[src/mfg_cmd_pkg.sv]
// constants and types shared by the manufacturer command unit
// Notes on behaviour
// - commands written within one second after reset may be ignored
// - code 0x0618 enters storage after 5 to 8 s; commands still accepted meanwhile
// - after storage code, command word clears to zero within 900 ms
// - calibration start during storage delay defers storage until offsets saved
// - code 0x062b seals the device and clears the command word within 900 ms
// - code 0x064d loads charge count with termination percent of full capacity
// - code 0x0653 unsealed starts calibration with sense inputs deselected
// - code 0x067e unsealed starts calibration with sense inputs connected
// - during calibration blank leds, accept only abort and seal codes
// - calibration finishes by itself and offsets are written to eeprom
// - calibration ends after at most one hour even at zero offset
// - after calibration code clear word within 900 ms, begin within 3.2 s
// - code 0x0660 aborts calibration within 20 ms, then disables offset correction
// - code 0x0606 unsealed routes bus to eeprom, powers it; monitoring suspended
// - battery address 0x16 seen on the bus disconnects the eeprom route
// - calibration-done flag clears at calibration start, sets on success only
// - deferred storage is entered about 20 s after calibration save
// - below nonzero threshold, alarm messages go out with capacity-alarm flag
// - threshold loads from eeprom bytes 0x04-0x05 at reset, kept until written
// - threshold in mAh when power-units bit is 0, 10 mWh when 1
// - in storage no gauging; rising edge on any bus line wakes the device
package mfg_cmd_pkg;
    localparam int unsigned CLK_HZ = 100_000_000;
    localparam logic [7:0] REG_COMMAND = 8'h00;
    localparam logic [7:0] REG_THRESHOLD = 8'h01;
    localparam logic [7:0] EE_THRESHOLD_LO = 8'h04;
    localparam logic [7:0] EE_THRESHOLD_HI = 8'h05;
    localparam logic [7:0] BATTERY_ADDRESS = 8'h16;
    localparam logic [15:0] CMD_STORAGE = 16'h0618;
    localparam logic [15:0] CMD_SEAL = 16'h062b;
    localparam logic [15:0] CMD_CHARGE_SYNC = 16'h064d;
    localparam logic [15:0] CMD_CAL_CHIP = 16'h0653;
    localparam logic [15:0] CMD_CAL_BOARD = 16'h067e;
    localparam logic [15:0] CMD_CAL_STOP = 16'h0660;
    localparam logic [15:0] CMD_EEPROM_ROUTE = 16'h0606;
    localparam logic [15:0] COMMAND_RESET = 16'h0000;
    localparam logic [15:0] THRESHOLD_RESET = 16'h0000;
    // times in ms as printed, with counts derived from the clock
    localparam longint unsigned IGNORE_MS = 1000;
    localparam longint unsigned STORAGE_DELAY_MS = 6000;
    localparam longint unsigned CLEAR_MS = 500;
    localparam longint unsigned CAL_START_MS = 3000;
    localparam longint unsigned CAL_STOP_MS = 10;
    localparam longint unsigned CAL_LIMIT_MS = 3_600_000;
    localparam longint unsigned POST_CAL_MS = 20000;
    localparam longint unsigned CYC_PER_MS = CLK_HZ / 1000;
    localparam longint unsigned IGNORE_CYC = IGNORE_MS * CYC_PER_MS;
    localparam longint unsigned STORAGE_DELAY_CYC = STORAGE_DELAY_MS * CYC_PER_MS;
    localparam longint unsigned CLEAR_CYC = CLEAR_MS * CYC_PER_MS;
    localparam longint unsigned CAL_START_CYC = CAL_START_MS * CYC_PER_MS;
    localparam longint unsigned CAL_STOP_CYC = CAL_STOP_MS * CYC_PER_MS;
    localparam longint unsigned CAL_LIMIT_CYC = CAL_LIMIT_MS * CYC_PER_MS;
    localparam longint unsigned POST_CAL_CYC = POST_CAL_MS * CYC_PER_MS;
    typedef enum logic [2:0] {
        CAL_IDLE,
        CAL_WAIT,
        CAL_RUN,
        CAL_SAVE,
        CAL_STOP
    } cal_state_t;
endpackage

[src/mfg_command_unit.sv]
// manufacturer command interpreter and low-capacity threshold
`timescale 1ns/100ps
module mfg_command_unit #(
    parameter logic [39:0] IGNORE_CYCLES = 40'(mfg_cmd_pkg::IGNORE_CYC),
    parameter logic [39:0] STORAGE_CYCLES = 40'(mfg_cmd_pkg::STORAGE_DELAY_CYC),
    parameter logic [39:0] CLEAR_CYCLES = 40'(mfg_cmd_pkg::CLEAR_CYC),
    parameter logic [39:0] CAL_START_CYCLES = 40'(mfg_cmd_pkg::CAL_START_CYC),
    parameter logic [39:0] CAL_STOP_CYCLES = 40'(mfg_cmd_pkg::CAL_STOP_CYC),
    parameter logic [39:0] CAL_LIMIT_CYCLES = 40'(mfg_cmd_pkg::CAL_LIMIT_CYC),
    parameter logic [39:0] POST_CAL_CYCLES = 40'(mfg_cmd_pkg::POST_CAL_CYC)
) (
    input wire logic REF_CLK,
    input wire logic SYS_RST,
    input wire logic REG_WRITE,
    input wire logic REG_READ,
    input wire logic [7:0] REG_ADDR,
    input wire logic [15:0] REG_WDATA,
    output logic [15:0] REG_RDATA,
    output logic REG_ACK,
    input wire logic [15:0] EE_THRESHOLD,
    input wire logic EE_THRESHOLD_VALID,
    input wire logic CAPACITY_MODE,
    input wire logic [15:0] CHARGE_LEFT_VALUE,
    input wire logic [15:0] CHARGE_LEFT_MWH,
    input wire logic [15:0] FULL_CHARGE_CAPACITY_VALUE,
    input wire logic [7:0] FAST_CHARGE_TERM_PERCENT,
    input wire logic CAL_OFFSET_ZERO_DONE,
    input wire logic EE_SAVE_DONE,
    input wire logic BUS_ADDR_VALID,
    input wire logic [7:0] BUS_ADDR,
    input wire logic SERIAL_BUS_CLOCK_LINE,
    input wire logic SERIAL_BUS_DATA_LINE,
    input wire logic ONE_WIRE_LINE,
    output logic STORAGE_MODE,
    output logic SEALED,
    output logic REMAINING_CHARGE_LOAD,
    output logic [15:0] REMAINING_CHARGE_COUNT,
    output logic CAL_ACTIVE,
    output logic SENSE_DESELECT,
    output logic OFFSET_CORRECTION_EN,
    output logic EE_SAVE_REQ,
    output logic OFFSET_CALIBRATION_DONE,
    output logic LED_BLANK,
    output logic EEPROM_ROUTE,
    output logic EEPROM_POWER,
    output logic MONITOR_EN,
    output logic CAPACITY_ALARM
);
    import mfg_cmd_pkg::*;

    logic [15:0] manufacturer_command_word;
    logic [15:0] low_capacity_threshold;
    logic [39:0] since_reset;
    logic ignore_window;
    logic cmd_write;
    logic [15:0] cmd;
    logic storage_pending;
    logic storage_deferred;
    logic post_cal;
    cal_state_t cal_state;
    logic storage_done;
    logic clear_done;
    logic clear_busy;
    logic cal_tmr_done;
    logic cal_tmr_busy;
    logic [39:0] cal_tmr_count;
    logic cal_tmr_load;
    logic threshold_loaded;
    logic [2:0] wake_s1;
    logic [2:0] wake_s2;
    logic [2:0] wake_s3;
    logic wake;
    logic [23:0] charge_product;
    logic [15:0] compare_value;

    // two-flop synchronisers, reset to the idle pin levels so reset makes no false edge
    always_ff @(posedge REF_CLK) begin
        if (SYS_RST) begin
            wake_s1 <= 3'h6;
            wake_s2 <= 3'h6;
            wake_s3 <= 3'h6;
        end else begin
            wake_s1 <= {SERIAL_BUS_CLOCK_LINE, SERIAL_BUS_DATA_LINE, ONE_WIRE_LINE};
            wake_s2 <= wake_s1;
            wake_s3 <= wake_s2;
        end
    end
    assign wake = |(wake_s2 & ~wake_s3);

    always_ff @(posedge REF_CLK) begin
        if (SYS_RST) begin
            since_reset <= 40'h0;
            ignore_window <= 1'b1;
        end else if (ignore_window) begin
            since_reset <= since_reset + 40'h1;
            ignore_window <= (since_reset + 40'h1) < IGNORE_CYCLES;
        end
    end

    assign cmd_write = REG_WRITE && (REG_ADDR == REG_COMMAND) && !ignore_window;
    assign cmd = REG_WDATA;

    // only abort and seal while calibrating
    logic cal_busy;
    logic accept;
    assign cal_busy = (cal_state != CAL_IDLE);
    assign accept = cmd_write && (!cal_busy || cmd == CMD_CAL_STOP || cmd == CMD_SEAL)
        && !(SEALED && (cmd == CMD_CAL_CHIP || cmd == CMD_CAL_BOARD || cmd == CMD_EEPROM_ROUTE));
    logic start_cal;
    assign start_cal = accept && !SEALED && !cal_busy
        && (cmd == CMD_CAL_CHIP || cmd == CMD_CAL_BOARD);

    // write then clear after a fixed delay; clear chosen well inside 900 ms
    always_ff @(posedge REF_CLK) begin
        if (SYS_RST) begin
            manufacturer_command_word <= COMMAND_RESET;
        end else if (accept) begin
            manufacturer_command_word <= cmd;
        end else if (clear_done) begin
            manufacturer_command_word <= COMMAND_RESET;
        end
    end

    mfg_countdown clear_timer (
        .clk(REF_CLK),
        .rst(SYS_RST),
        .load(accept),
        .cancel(1'b0),
        .count(CLEAR_CYCLES),
        .busy(clear_busy),
        .done(clear_done)
    );

    mfg_countdown storage_timer (
        .clk(REF_CLK),
        .rst(SYS_RST),
        .load((accept && cmd == CMD_STORAGE) || (post_cal && cal_state == CAL_SAVE
            && EE_SAVE_DONE)),
        .cancel(wake && STORAGE_MODE),
        .count(post_cal && cal_state == CAL_SAVE ? POST_CAL_CYCLES : STORAGE_CYCLES),
        .busy(),
        .done(storage_done)
    );

    always_ff @(posedge REF_CLK) begin
        if (SYS_RST) begin
            storage_pending <= 1'b0;
            post_cal <= 1'b0;
        end else begin
            if (accept && cmd == CMD_STORAGE) begin
                storage_pending <= 1'b1;
            end else if (start_cal && storage_pending) begin
                post_cal <= 1'b1;
            end else if (storage_done && !cal_busy) begin
                storage_pending <= 1'b0;
                post_cal <= 1'b0;
            end
        end
    end
    assign storage_deferred = storage_pending && cal_busy;

    always_ff @(posedge REF_CLK) begin
        if (SYS_RST) begin
            STORAGE_MODE <= 1'b0;
        end else if (wake) begin
            STORAGE_MODE <= 1'b0;
        end else if (storage_done && storage_pending && !storage_deferred) begin
            STORAGE_MODE <= 1'b1;
        end
    end

    always_ff @(posedge REF_CLK) begin
        if (SYS_RST) begin
            SEALED <= 1'b0;
        end else if (accept && cmd == CMD_SEAL) begin
            SEALED <= 1'b1;
        end
    end

    assign charge_product = {8'h00, FULL_CHARGE_CAPACITY_VALUE} * {16'h0000, FAST_CHARGE_TERM_PERCENT};
    always_ff @(posedge REF_CLK) begin
        if (SYS_RST) begin
            REMAINING_CHARGE_LOAD <= 1'b0;
            REMAINING_CHARGE_COUNT <= 16'h0000;
        end else begin
            REMAINING_CHARGE_LOAD <= accept && cmd == CMD_CHARGE_SYNC;
            if (accept && cmd == CMD_CHARGE_SYNC) begin
                REMAINING_CHARGE_COUNT <= 16'(charge_product / 24'd100);
            end
        end
    end

    // calibration sequence
    always_comb begin
        cal_tmr_load = 1'b0;
        cal_tmr_count = CAL_START_CYCLES;
        if (start_cal) begin
            cal_tmr_load = 1'b1;
        end else if (accept && cmd == CMD_CAL_STOP && cal_busy) begin
            cal_tmr_load = 1'b1;
            cal_tmr_count = CAL_STOP_CYCLES;
        end else if (cal_state == CAL_WAIT && cal_tmr_done) begin
            cal_tmr_load = 1'b1;
            cal_tmr_count = CAL_LIMIT_CYCLES;
        end
    end

    mfg_countdown cal_timer (
        .clk(REF_CLK),
        .rst(SYS_RST),
        .load(cal_tmr_load),
        .cancel(1'b0),
        .count(cal_tmr_count),
        .busy(cal_tmr_busy),
        .done(cal_tmr_done)
    );

    always_ff @(posedge REF_CLK) begin
        if (SYS_RST) begin
            cal_state <= CAL_IDLE;
            SENSE_DESELECT <= 1'b0;
            OFFSET_CORRECTION_EN <= 1'b1;
            OFFSET_CALIBRATION_DONE <= 1'b0;
            EE_SAVE_REQ <= 1'b0;
        end else begin
            case (cal_state)
                CAL_IDLE: begin
                    if (start_cal) begin
                        SENSE_DESELECT <= (cmd == CMD_CAL_CHIP);
                        cal_state <= CAL_WAIT;
                    end
                end
                CAL_WAIT: begin
                    if (accept && cmd == CMD_CAL_STOP) begin
                        cal_state <= CAL_STOP;
                    end else if (cal_tmr_done) begin
                        OFFSET_CALIBRATION_DONE <= 1'b0;
                        cal_state <= CAL_RUN;
                    end
                end
                CAL_RUN: begin
                    if (accept && cmd == CMD_CAL_STOP) begin
                        cal_state <= CAL_STOP;
                    end else if (CAL_OFFSET_ZERO_DONE || cal_tmr_done) begin
                        EE_SAVE_REQ <= 1'b1;
                        cal_state <= CAL_SAVE;
                    end
                end
                CAL_SAVE: begin
                    if (EE_SAVE_DONE) begin
                        EE_SAVE_REQ <= 1'b0;
                        OFFSET_CALIBRATION_DONE <= 1'b1;
                        OFFSET_CORRECTION_EN <= 1'b1;
                        SENSE_DESELECT <= 1'b0;
                        cal_state <= CAL_IDLE;
                    end
                end
                CAL_STOP: begin
                    if (cal_tmr_done || !cal_tmr_busy) begin
                        OFFSET_CORRECTION_EN <= 1'b0;
                        SENSE_DESELECT <= 1'b0;
                        cal_state <= CAL_IDLE;
                    end
                end
                default: begin
                    cal_state <= CAL_IDLE;
                end
            endcase
        end
    end
    assign CAL_ACTIVE = (cal_state == CAL_RUN);
    assign LED_BLANK = cal_busy;

    always_ff @(posedge REF_CLK) begin
        if (SYS_RST) begin
            EEPROM_ROUTE <= 1'b0;
        end else if (EEPROM_ROUTE && BUS_ADDR_VALID && BUS_ADDR == BATTERY_ADDRESS) begin
            EEPROM_ROUTE <= 1'b0;
        end else if (accept && cmd == CMD_EEPROM_ROUTE && !SEALED) begin
            EEPROM_ROUTE <= 1'b1;
        end
    end
    assign EEPROM_POWER = EEPROM_ROUTE;
    assign MONITOR_EN = !EEPROM_ROUTE && !STORAGE_MODE;

    always_ff @(posedge REF_CLK) begin
        if (SYS_RST) begin
            low_capacity_threshold <= THRESHOLD_RESET;
            threshold_loaded <= 1'b0;
        end else if (REG_WRITE && REG_ADDR == REG_THRESHOLD) begin
            low_capacity_threshold <= REG_WDATA;
            threshold_loaded <= 1'b1;
        end else if (!threshold_loaded && EE_THRESHOLD_VALID) begin
            low_capacity_threshold <= EE_THRESHOLD;
            threshold_loaded <= 1'b1;
        end
    end

    assign compare_value = CAPACITY_MODE ? CHARGE_LEFT_MWH : CHARGE_LEFT_VALUE;
    always_ff @(posedge REF_CLK) begin
        if (SYS_RST) begin
            CAPACITY_ALARM <= 1'b0;
        end else begin
            CAPACITY_ALARM <= MONITOR_EN && (low_capacity_threshold != 16'h0000)
                && (compare_value < low_capacity_threshold);
        end
    end

    // register read port
    always_ff @(posedge REF_CLK) begin
        if (SYS_RST) begin
            REG_RDATA <= 16'h0000;
            REG_ACK <= 1'b0;
        end else begin
            REG_ACK <= REG_READ || REG_WRITE;
            if (REG_READ) begin
                case (REG_ADDR)
                    REG_COMMAND: REG_RDATA <= manufacturer_command_word;
                    REG_THRESHOLD: REG_RDATA <= low_capacity_threshold;
                    default: REG_RDATA <= 16'h0000;
                endcase
            end
        end
    end
endmodule

[src/mfg_countdown.sv]
// loadable down counter that pulses when it reaches zero
`timescale 1ns/100ps
module mfg_countdown (
    input wire logic clk,
    input wire logic rst,
    input wire logic load,
    input wire logic cancel,
    input wire logic [39:0] count,
    output logic busy,
    output logic done
);
    logic [39:0] left;

    always_ff @(posedge clk) begin
        if (rst || cancel) begin
            left <= 40'h0;
            busy <= 1'b0;
        end else if (load) begin
            left <= count;
            busy <= 1'b1;
        end else if (busy) begin
            left <= left - 40'h1;
            if (left == 40'h1) begin
                busy <= 1'b0;
            end
        end
    end

    always_ff @(posedge clk) begin
        if (rst || cancel || load) begin
            done <= 1'b0;
        end else begin
            done <= busy && (left == 40'h1);
        end
    end
endmodule

[config.mk]
export PLATFORM = sky130hd
export DESIGN_NAME = mfg_command_unit
export DESIGN_NICKNAME = d
export VERILOG_FILES = /design/src/mfg_cmd_pkg.sv /design/src/mfg_command_unit.sv /design/src/mfg_countdown.sv
export SDC_FILE = /design/constraint.sdc
export NUM_CORES = 1
export LEC_CHECK = 0
export ABC_AREA = 1
export BUFFER_PORTS_ARGS = -buffer_cell sky130_fd_sc_hd__buf_2
export CAP_MARGIN = 20
export CORE_ASPECT_RATIO = 2
export CORE_UTILIZATION = 30
export CTS_CLUSTER_SIZE = 28
export DETAILED_ROUTE_END_ITERATION = 10
export SLEW_MARGIN = 0
export SYNTH_ARGS = -nofsm -noshare
export SYNTH_HDL_FRONTEND = slang
export SYNTH_SLANG_ARGS = --single-unit
[constraint.sdc]
create_clock -name REF_CLK -period 17.04 [get_ports REF_CLK]
set_input_delay 3.408 -clock REF_CLK [delete_from_list [all_inputs] [get_ports REF_CLK]]
set_output_delay 3.408 -clock REF_CLK [all_outputs]
set_load 0.02 [all_outputs]
; ---- Word level (Yosys, flattened, before mapping)
; Cells that the tools add are included.
[totals]
input_bits = 116
word_cells = 206
output_inout_bits = 46
register_bits = 256
[classes]
mul = 1
n_eq_ne = 26
n_addsub = 4
n_mux = 55
n_lt_le_gt_ge = 2
div_mod_pow = 1
n_bitwise = 3
reduce_logical = 81
[op_table]
columns = op, n
row1 = two-way mux 40 bit, 4
row2 = equality test 40 x 1 -> 1 bit (second input constant), 3
row3 = subtractor 40 x 1 -> 40 bit (second input constant), 3
row4 = two-way mux 39 bit, 3
row5 = equality test 16 x 11 -> 1 bit (second input constant), 7
row6 = two-way mux 16 bit, 5
row7 = two-way mux 26 bit, 2
row8 = adder 40 x 1 -> 40 bit (second input constant), 1
row9 = less-than comparator 40 x 27 -> 1 bit (second input constant), 1
row10 = logical AND 1 bit, 34
row11 = one-hot mux 16 bit (2 select lines), 1
row12 = two-way mux 31 bit, 1
row13 = two-way mux 1 bit, 27
row14 = divider 24 x 7 -> 24 bit (second input constant), 1
row15 = multiplier 16 x 8 -> 24 bit, 1
row16 = two-way mux 3 bit, 7
row17 = nonzero test 2 bit, 10
row18 = less-than comparator 16 bit, 1
row19 = nonzero test 16 bit, 1
row20 = one-hot mux 3 bit (5 select lines), 1
row21 = logical OR 1 bit, 12
row22 = inequality test 2 bit (second input constant), 6
row23 = AND reduction 4 bit, 3
row24 = zero test 1 bit, 9
row25 = other kinds (21), 29

; ---- Logic depth before layout (Yosys ltp)
[depth]
word_depth = 12
mapped_depth = 114
mapped_depth_nobuf = 112

; ---- By module
; Synthesis repeated with hierarchy kept, for this count alone.
[unflattened]
hier_cells = 3520
area_unflattened_um2 = 22841.9
[modules_own_cells]
columns = module, area_per_inst_um2, cells_per_inst, seq_area_each_um2, n_inst
row1 = mfg_command_unit, 14167.3, 2206, 2602.5, 1
row2 = mfg_countdown at clear_timer ..., 2906.5, 438, 840.8, 2
row3 = mfg_countdown at cal_timer, 2861.5, 438, 840.8, 1

; ---- Worst setup path after synthesis
; No wires, ideal clock.
[synth_path]
kind = input to register
from = in FAST_CHARGE_TERM_PERCENT[7]
to = reg REMAINING_CHARGE_COUNT[0]
slack_ns = 2.909
arrival_time_ns = 14.003
setup_ns = 0.128
stages = 90
required_ns = 16.912
path_buffers = 2
path_cell_list = clkbuf_1 clkbuf_1 nand2_1 fa_1 fa_1 inv_1 fa_1 inv_1 fa_1 inv_1 ha_1 nand2_1 nor2_1 and2_1 a21oi_1 o21bai_1 xnor2_2 nand4_2 (+54 left out) nand2_1 nor2_4 nand2_4 nand2_4 nand2_1 nand2_2 nor2_2 nand2_2 nand2_4 nand2_1 nand2_1 inv_1 nand2_1 nand2_1 nand2_1 nand3_1 nand3_1 a21oi_1
[synth_between]
elab_chain_cells = 2
[synth_lines]
columns = element, line_no
row1 = start: declaration, mfg_command_unit.sv:26  ; input wire logic [7:0] FAST_CHARGE_TERM_PERCENT,
row2 = multiplier 16 x 8 -> 24 bit, mfg_command_unit.sv:180  ; assign charge_product = {8'h00, FULL_CHARGE_CAPACITY_VALUE} * {16'h0000, FAST_CHARGE_TERM_PERCENT};
row3 = divider 24 x 7 -> 24 bit, mfg_command_unit.sv:188  ; REMAINING_CHARGE_COUNT <= 16'(charge_product / 24'd100);
row4 = end signal: assignment, mfg_command_unit.sv:188
row5 = end: declaration, mfg_command_unit.sv:37  ; output logic [15:0] REMAINING_CHARGE_COUNT,
; Every way passes these cells.
; A chain may end at the register's enable or synchronous reset.

; ---- Worst setup path after layout
; Same ends and word-level chain as after synthesis.

==> flow_summary_export.csv <==
group,metric,value,unit
status,status,"finished, final reports clean",
drt,drt_iter0_drc,858,
cells_and_area,stdcell_area,23200,um^2
yosys,yosys.area.top_type_share,24.8,%
drt,first_pass_iters,5,
sta,slew_headroom,33.9,%
cts,post-cts-setup-buffer-count,0,
place,io_buffers,161,
floorplan,die_area,70000,um^2
yosys,ys_warn_count,0,
sta,hold_viol,0,
yosys,async_reset_ff_share,0,%
sta,rsz0062_at_grt,"no",
sta,timing.final.crit_period,15.05,ns
floorplan,die_height,373,um
drt,ant_nets,0,
sta,period_share,88.3,%
drt,vias,20200,
cts,cts-htree-levels,1,
floorplan,ioPinCount,162,
place,gp_congestion,0.900,
sta,fin_tns_setup,0,ns
cells_and_area,area_growth,12.4,%
cts,cts-root-buf,"clkbuf_16",
drt,route.detailed.wl_per_inst,15.0,um
drt,drc_errors,0,
place,dpl_cell_area,22300,um^2
run,cap_violations,0,
drt,drt-total-wl,62600,um
cts,cts_buffers,27,
sta,finClkSkew,0.0326,ns
cells_and_area,final_nets,3531,
critical_path,cp_slowest_stage_delay,0.55,ns
yosys,syn_avg_cell_area,6.56,um^2
floorplan,start_util,30.4,%
critical_path,cp_data_required_time,17.55,ns
grt,grt_max_degree,77,
sta,fmax,0.0664,GHz
grt,gr-total-overflow,0,
cts,clock_path_buffers,3,
grt,grt_pass1_vias,20400,
critical_path,cp_slowest_cell,"fa_1",
grt,grt_pass1_wl,99200,um
cells_and_area,nFillCells,7556,
cells_and_area,multi_input_area,12900,um^2
cts,cts.sinks,256,
cts,post_cts_resized,0,
drt,avgViaCountPerCell,4.85,
hold_path,hp-class,"reg2reg",
grt,antenna_found_initial,2,
grt,grt_usage,17.5,%
critical_path,path_max_fanout,16,
cells_and_area,layout_commonest_cell,"nand2_1",
yosys,synth_ff_type,"dfxtp_1",
critical_path,crit_type,"in2reg",
sta,worstMarginPinSlew,0.986,ns
yosys,synth-seq-cells,256,
critical_path,crit_arrival,15.56,ns
cells_and_area,drive_above_1_share,11.5,%
yosys,synth_edf_count,0,
sta,setup_violations,0,
yosys,syn_nets,3419,
floorplan,rows,135,
yosys,netlist_top_cells_area,"dfxtp_1 (25%), nand2_1 (11%), inv_1 (11%), fa_1 (8.1%), nor2_1 (8.0%)",
cells_and_area,final_cell_mix,"nand2_1 (590), inv_1 (578), nor2_1 (442)",
cts,cts_tree,"done",
floorplan,core_area,67900,um^2
sta,drv_slew,0,
cts,clk_latency,0.59,ns
yosys,synth_cells,3153,
cells_and_area,area.sequential,5120,um^2
cts,path_clk_slew,0.07,ns
yosys,netlist_area,20700,um^2
critical_path,startpoint_type,"input pin",
yosys,synth_area_leader_cell,"dfxtp_1",
critical_path,endpoint_kind,"register",
cts,postCtsHoldBufs,0,
floorplan,die_x,188,um
critical_path,path_common_cell,"nand2_1",
yosys,ys_seq_area_share,24.8,%
yosys,ys_types,61,
place,dp_hpwl,50700,um
==> state kept, by name (all words and copies together) (netlist names), 3 cells and up <==
name / flops
REMAINING_CHARGE_COUNT: 16
clear_timer.left: 40
storage_timer.left: 40
wake_s1: 3
wake_s3: 3
REG_RDATA: 16
low_capacity_threshold: 16
since_reset: 40
manufacturer_command_word: 16
cal_timer.left: 40
cal_state: 3
wake_s2: 3
==> final timing paths <==
check / start / to / slack, ns / cells past startpoint
max: FAST_CHARGE_TERM_PERCENT[7] / REMAINING_CHARGE_COUNT[0]$_SDFFE_PP0P_ / 1.99 / 84
min reg2reg: wake_s1[2]$_SDFF_PP1_ / wake_s2[2]$_SDFF_PP1_ / 0.43 / 1
max reg2reg: cal_state[0]$_SDFFE_PP0P_ / cal_timer.left[5]$_SDFFE_PP0P_ / 11.81 / 22
min: wake_s1[2]$_SDFF_PP1_ / wake_s2[2]$_SDFF_PP1_ / 0.43 / 1
==> stage by stage <==
| step | setup slack [ns] | hold WS (ns) | utilization (%) | cells |
|---|---|---|---|---|
| floorplan | 2.91 | 0.388 | - | 3153 |
| global placement | 1.45 | 0.417 | 32.9 | 4126 |
| detailed placement | 1.37 | 0.416 | 32.9 | 4126 |
| CTS | 2.00 | 0.432 | 34.2 | 4173 |
| global route | 0.917 | 0.442 | 34.2 | 4174 |
| finish | 1.99 | 0.429 | 34.2 | 4174 |
==> logic make-up after synthesis <==
logic type               Yosys count  share of synthesized area, %
XOR/XNOR                         122                          5.20
adder cells (fa/ha/maj)          150                          12.1
flip-flops                       256                          24.8
multiplexers                      16                         0.865
AND/OR/NAND/NOR                 1474                          32.3
buffers and inverters            695                          12.6
AO/OA/AOI/OAI                    440                          12.1
==> Yosys cell counts (all sizes together) (3+ instances only) <==
cell and n:
nand3b 7, inv 602, a31o 3, a21o 3, a31oi 10, and2 5
buf 3, clkinv 4, nor4 40, nand4 78, nor2 461, nor3 71
a221oi 11, nand2 659, clkbuf 86, a21oi 174, dfxtp 256, nand3 135
a211oi 16, o221ai 16, a21boi 4, xnor2 39, ha 66, o211ai 12
or2 8, xor2 83, fa 84, o21a 4, o21ai 171, mux2 15
and3 5, o21bai 6
==> area by class of cell <==
| type | count | area share (%) |
|---|---|---|
| multi-input cells | 2202 | 55.7 |
| well taps | 890 | 4.79 |
| diodes | 1 | 0.0108 |
| clock buffers | 35 | 3.16 |
| inverters | 606 | 9.79 |
| flip-flops and latches | 256 | 22.0 |
| repair buffers | 172 | 3.83 |
| clock inverters | 12 | 0.705 |
==> metal layers <==
layer / up-vias / share of wire, % / global-route usage, %
li1: 10200 / - / -
met1: 9366 / 33 / 15.0
met5: - / 0.019 / 0
met3: 186 / 3.4 / 1.44
met2: 515 / 57 / 36.9
met4: 2 / 6.4 / 11.6
==> worst max-delay path, delay by kind of cell <==
kind                       cells  cell delay [ns]
xor gates and xnor gates       2             0.58
AOI/OAI and AO/OA             11             1.85
and+or+nand+nor               58             6.45
buffers and inverters          8             0.72
adders and majority gates      5             2.51
Power is left out: the tool's default activity adds up to more than one toggle a clock period on the data nets, which glitch-free logic cannot reach.
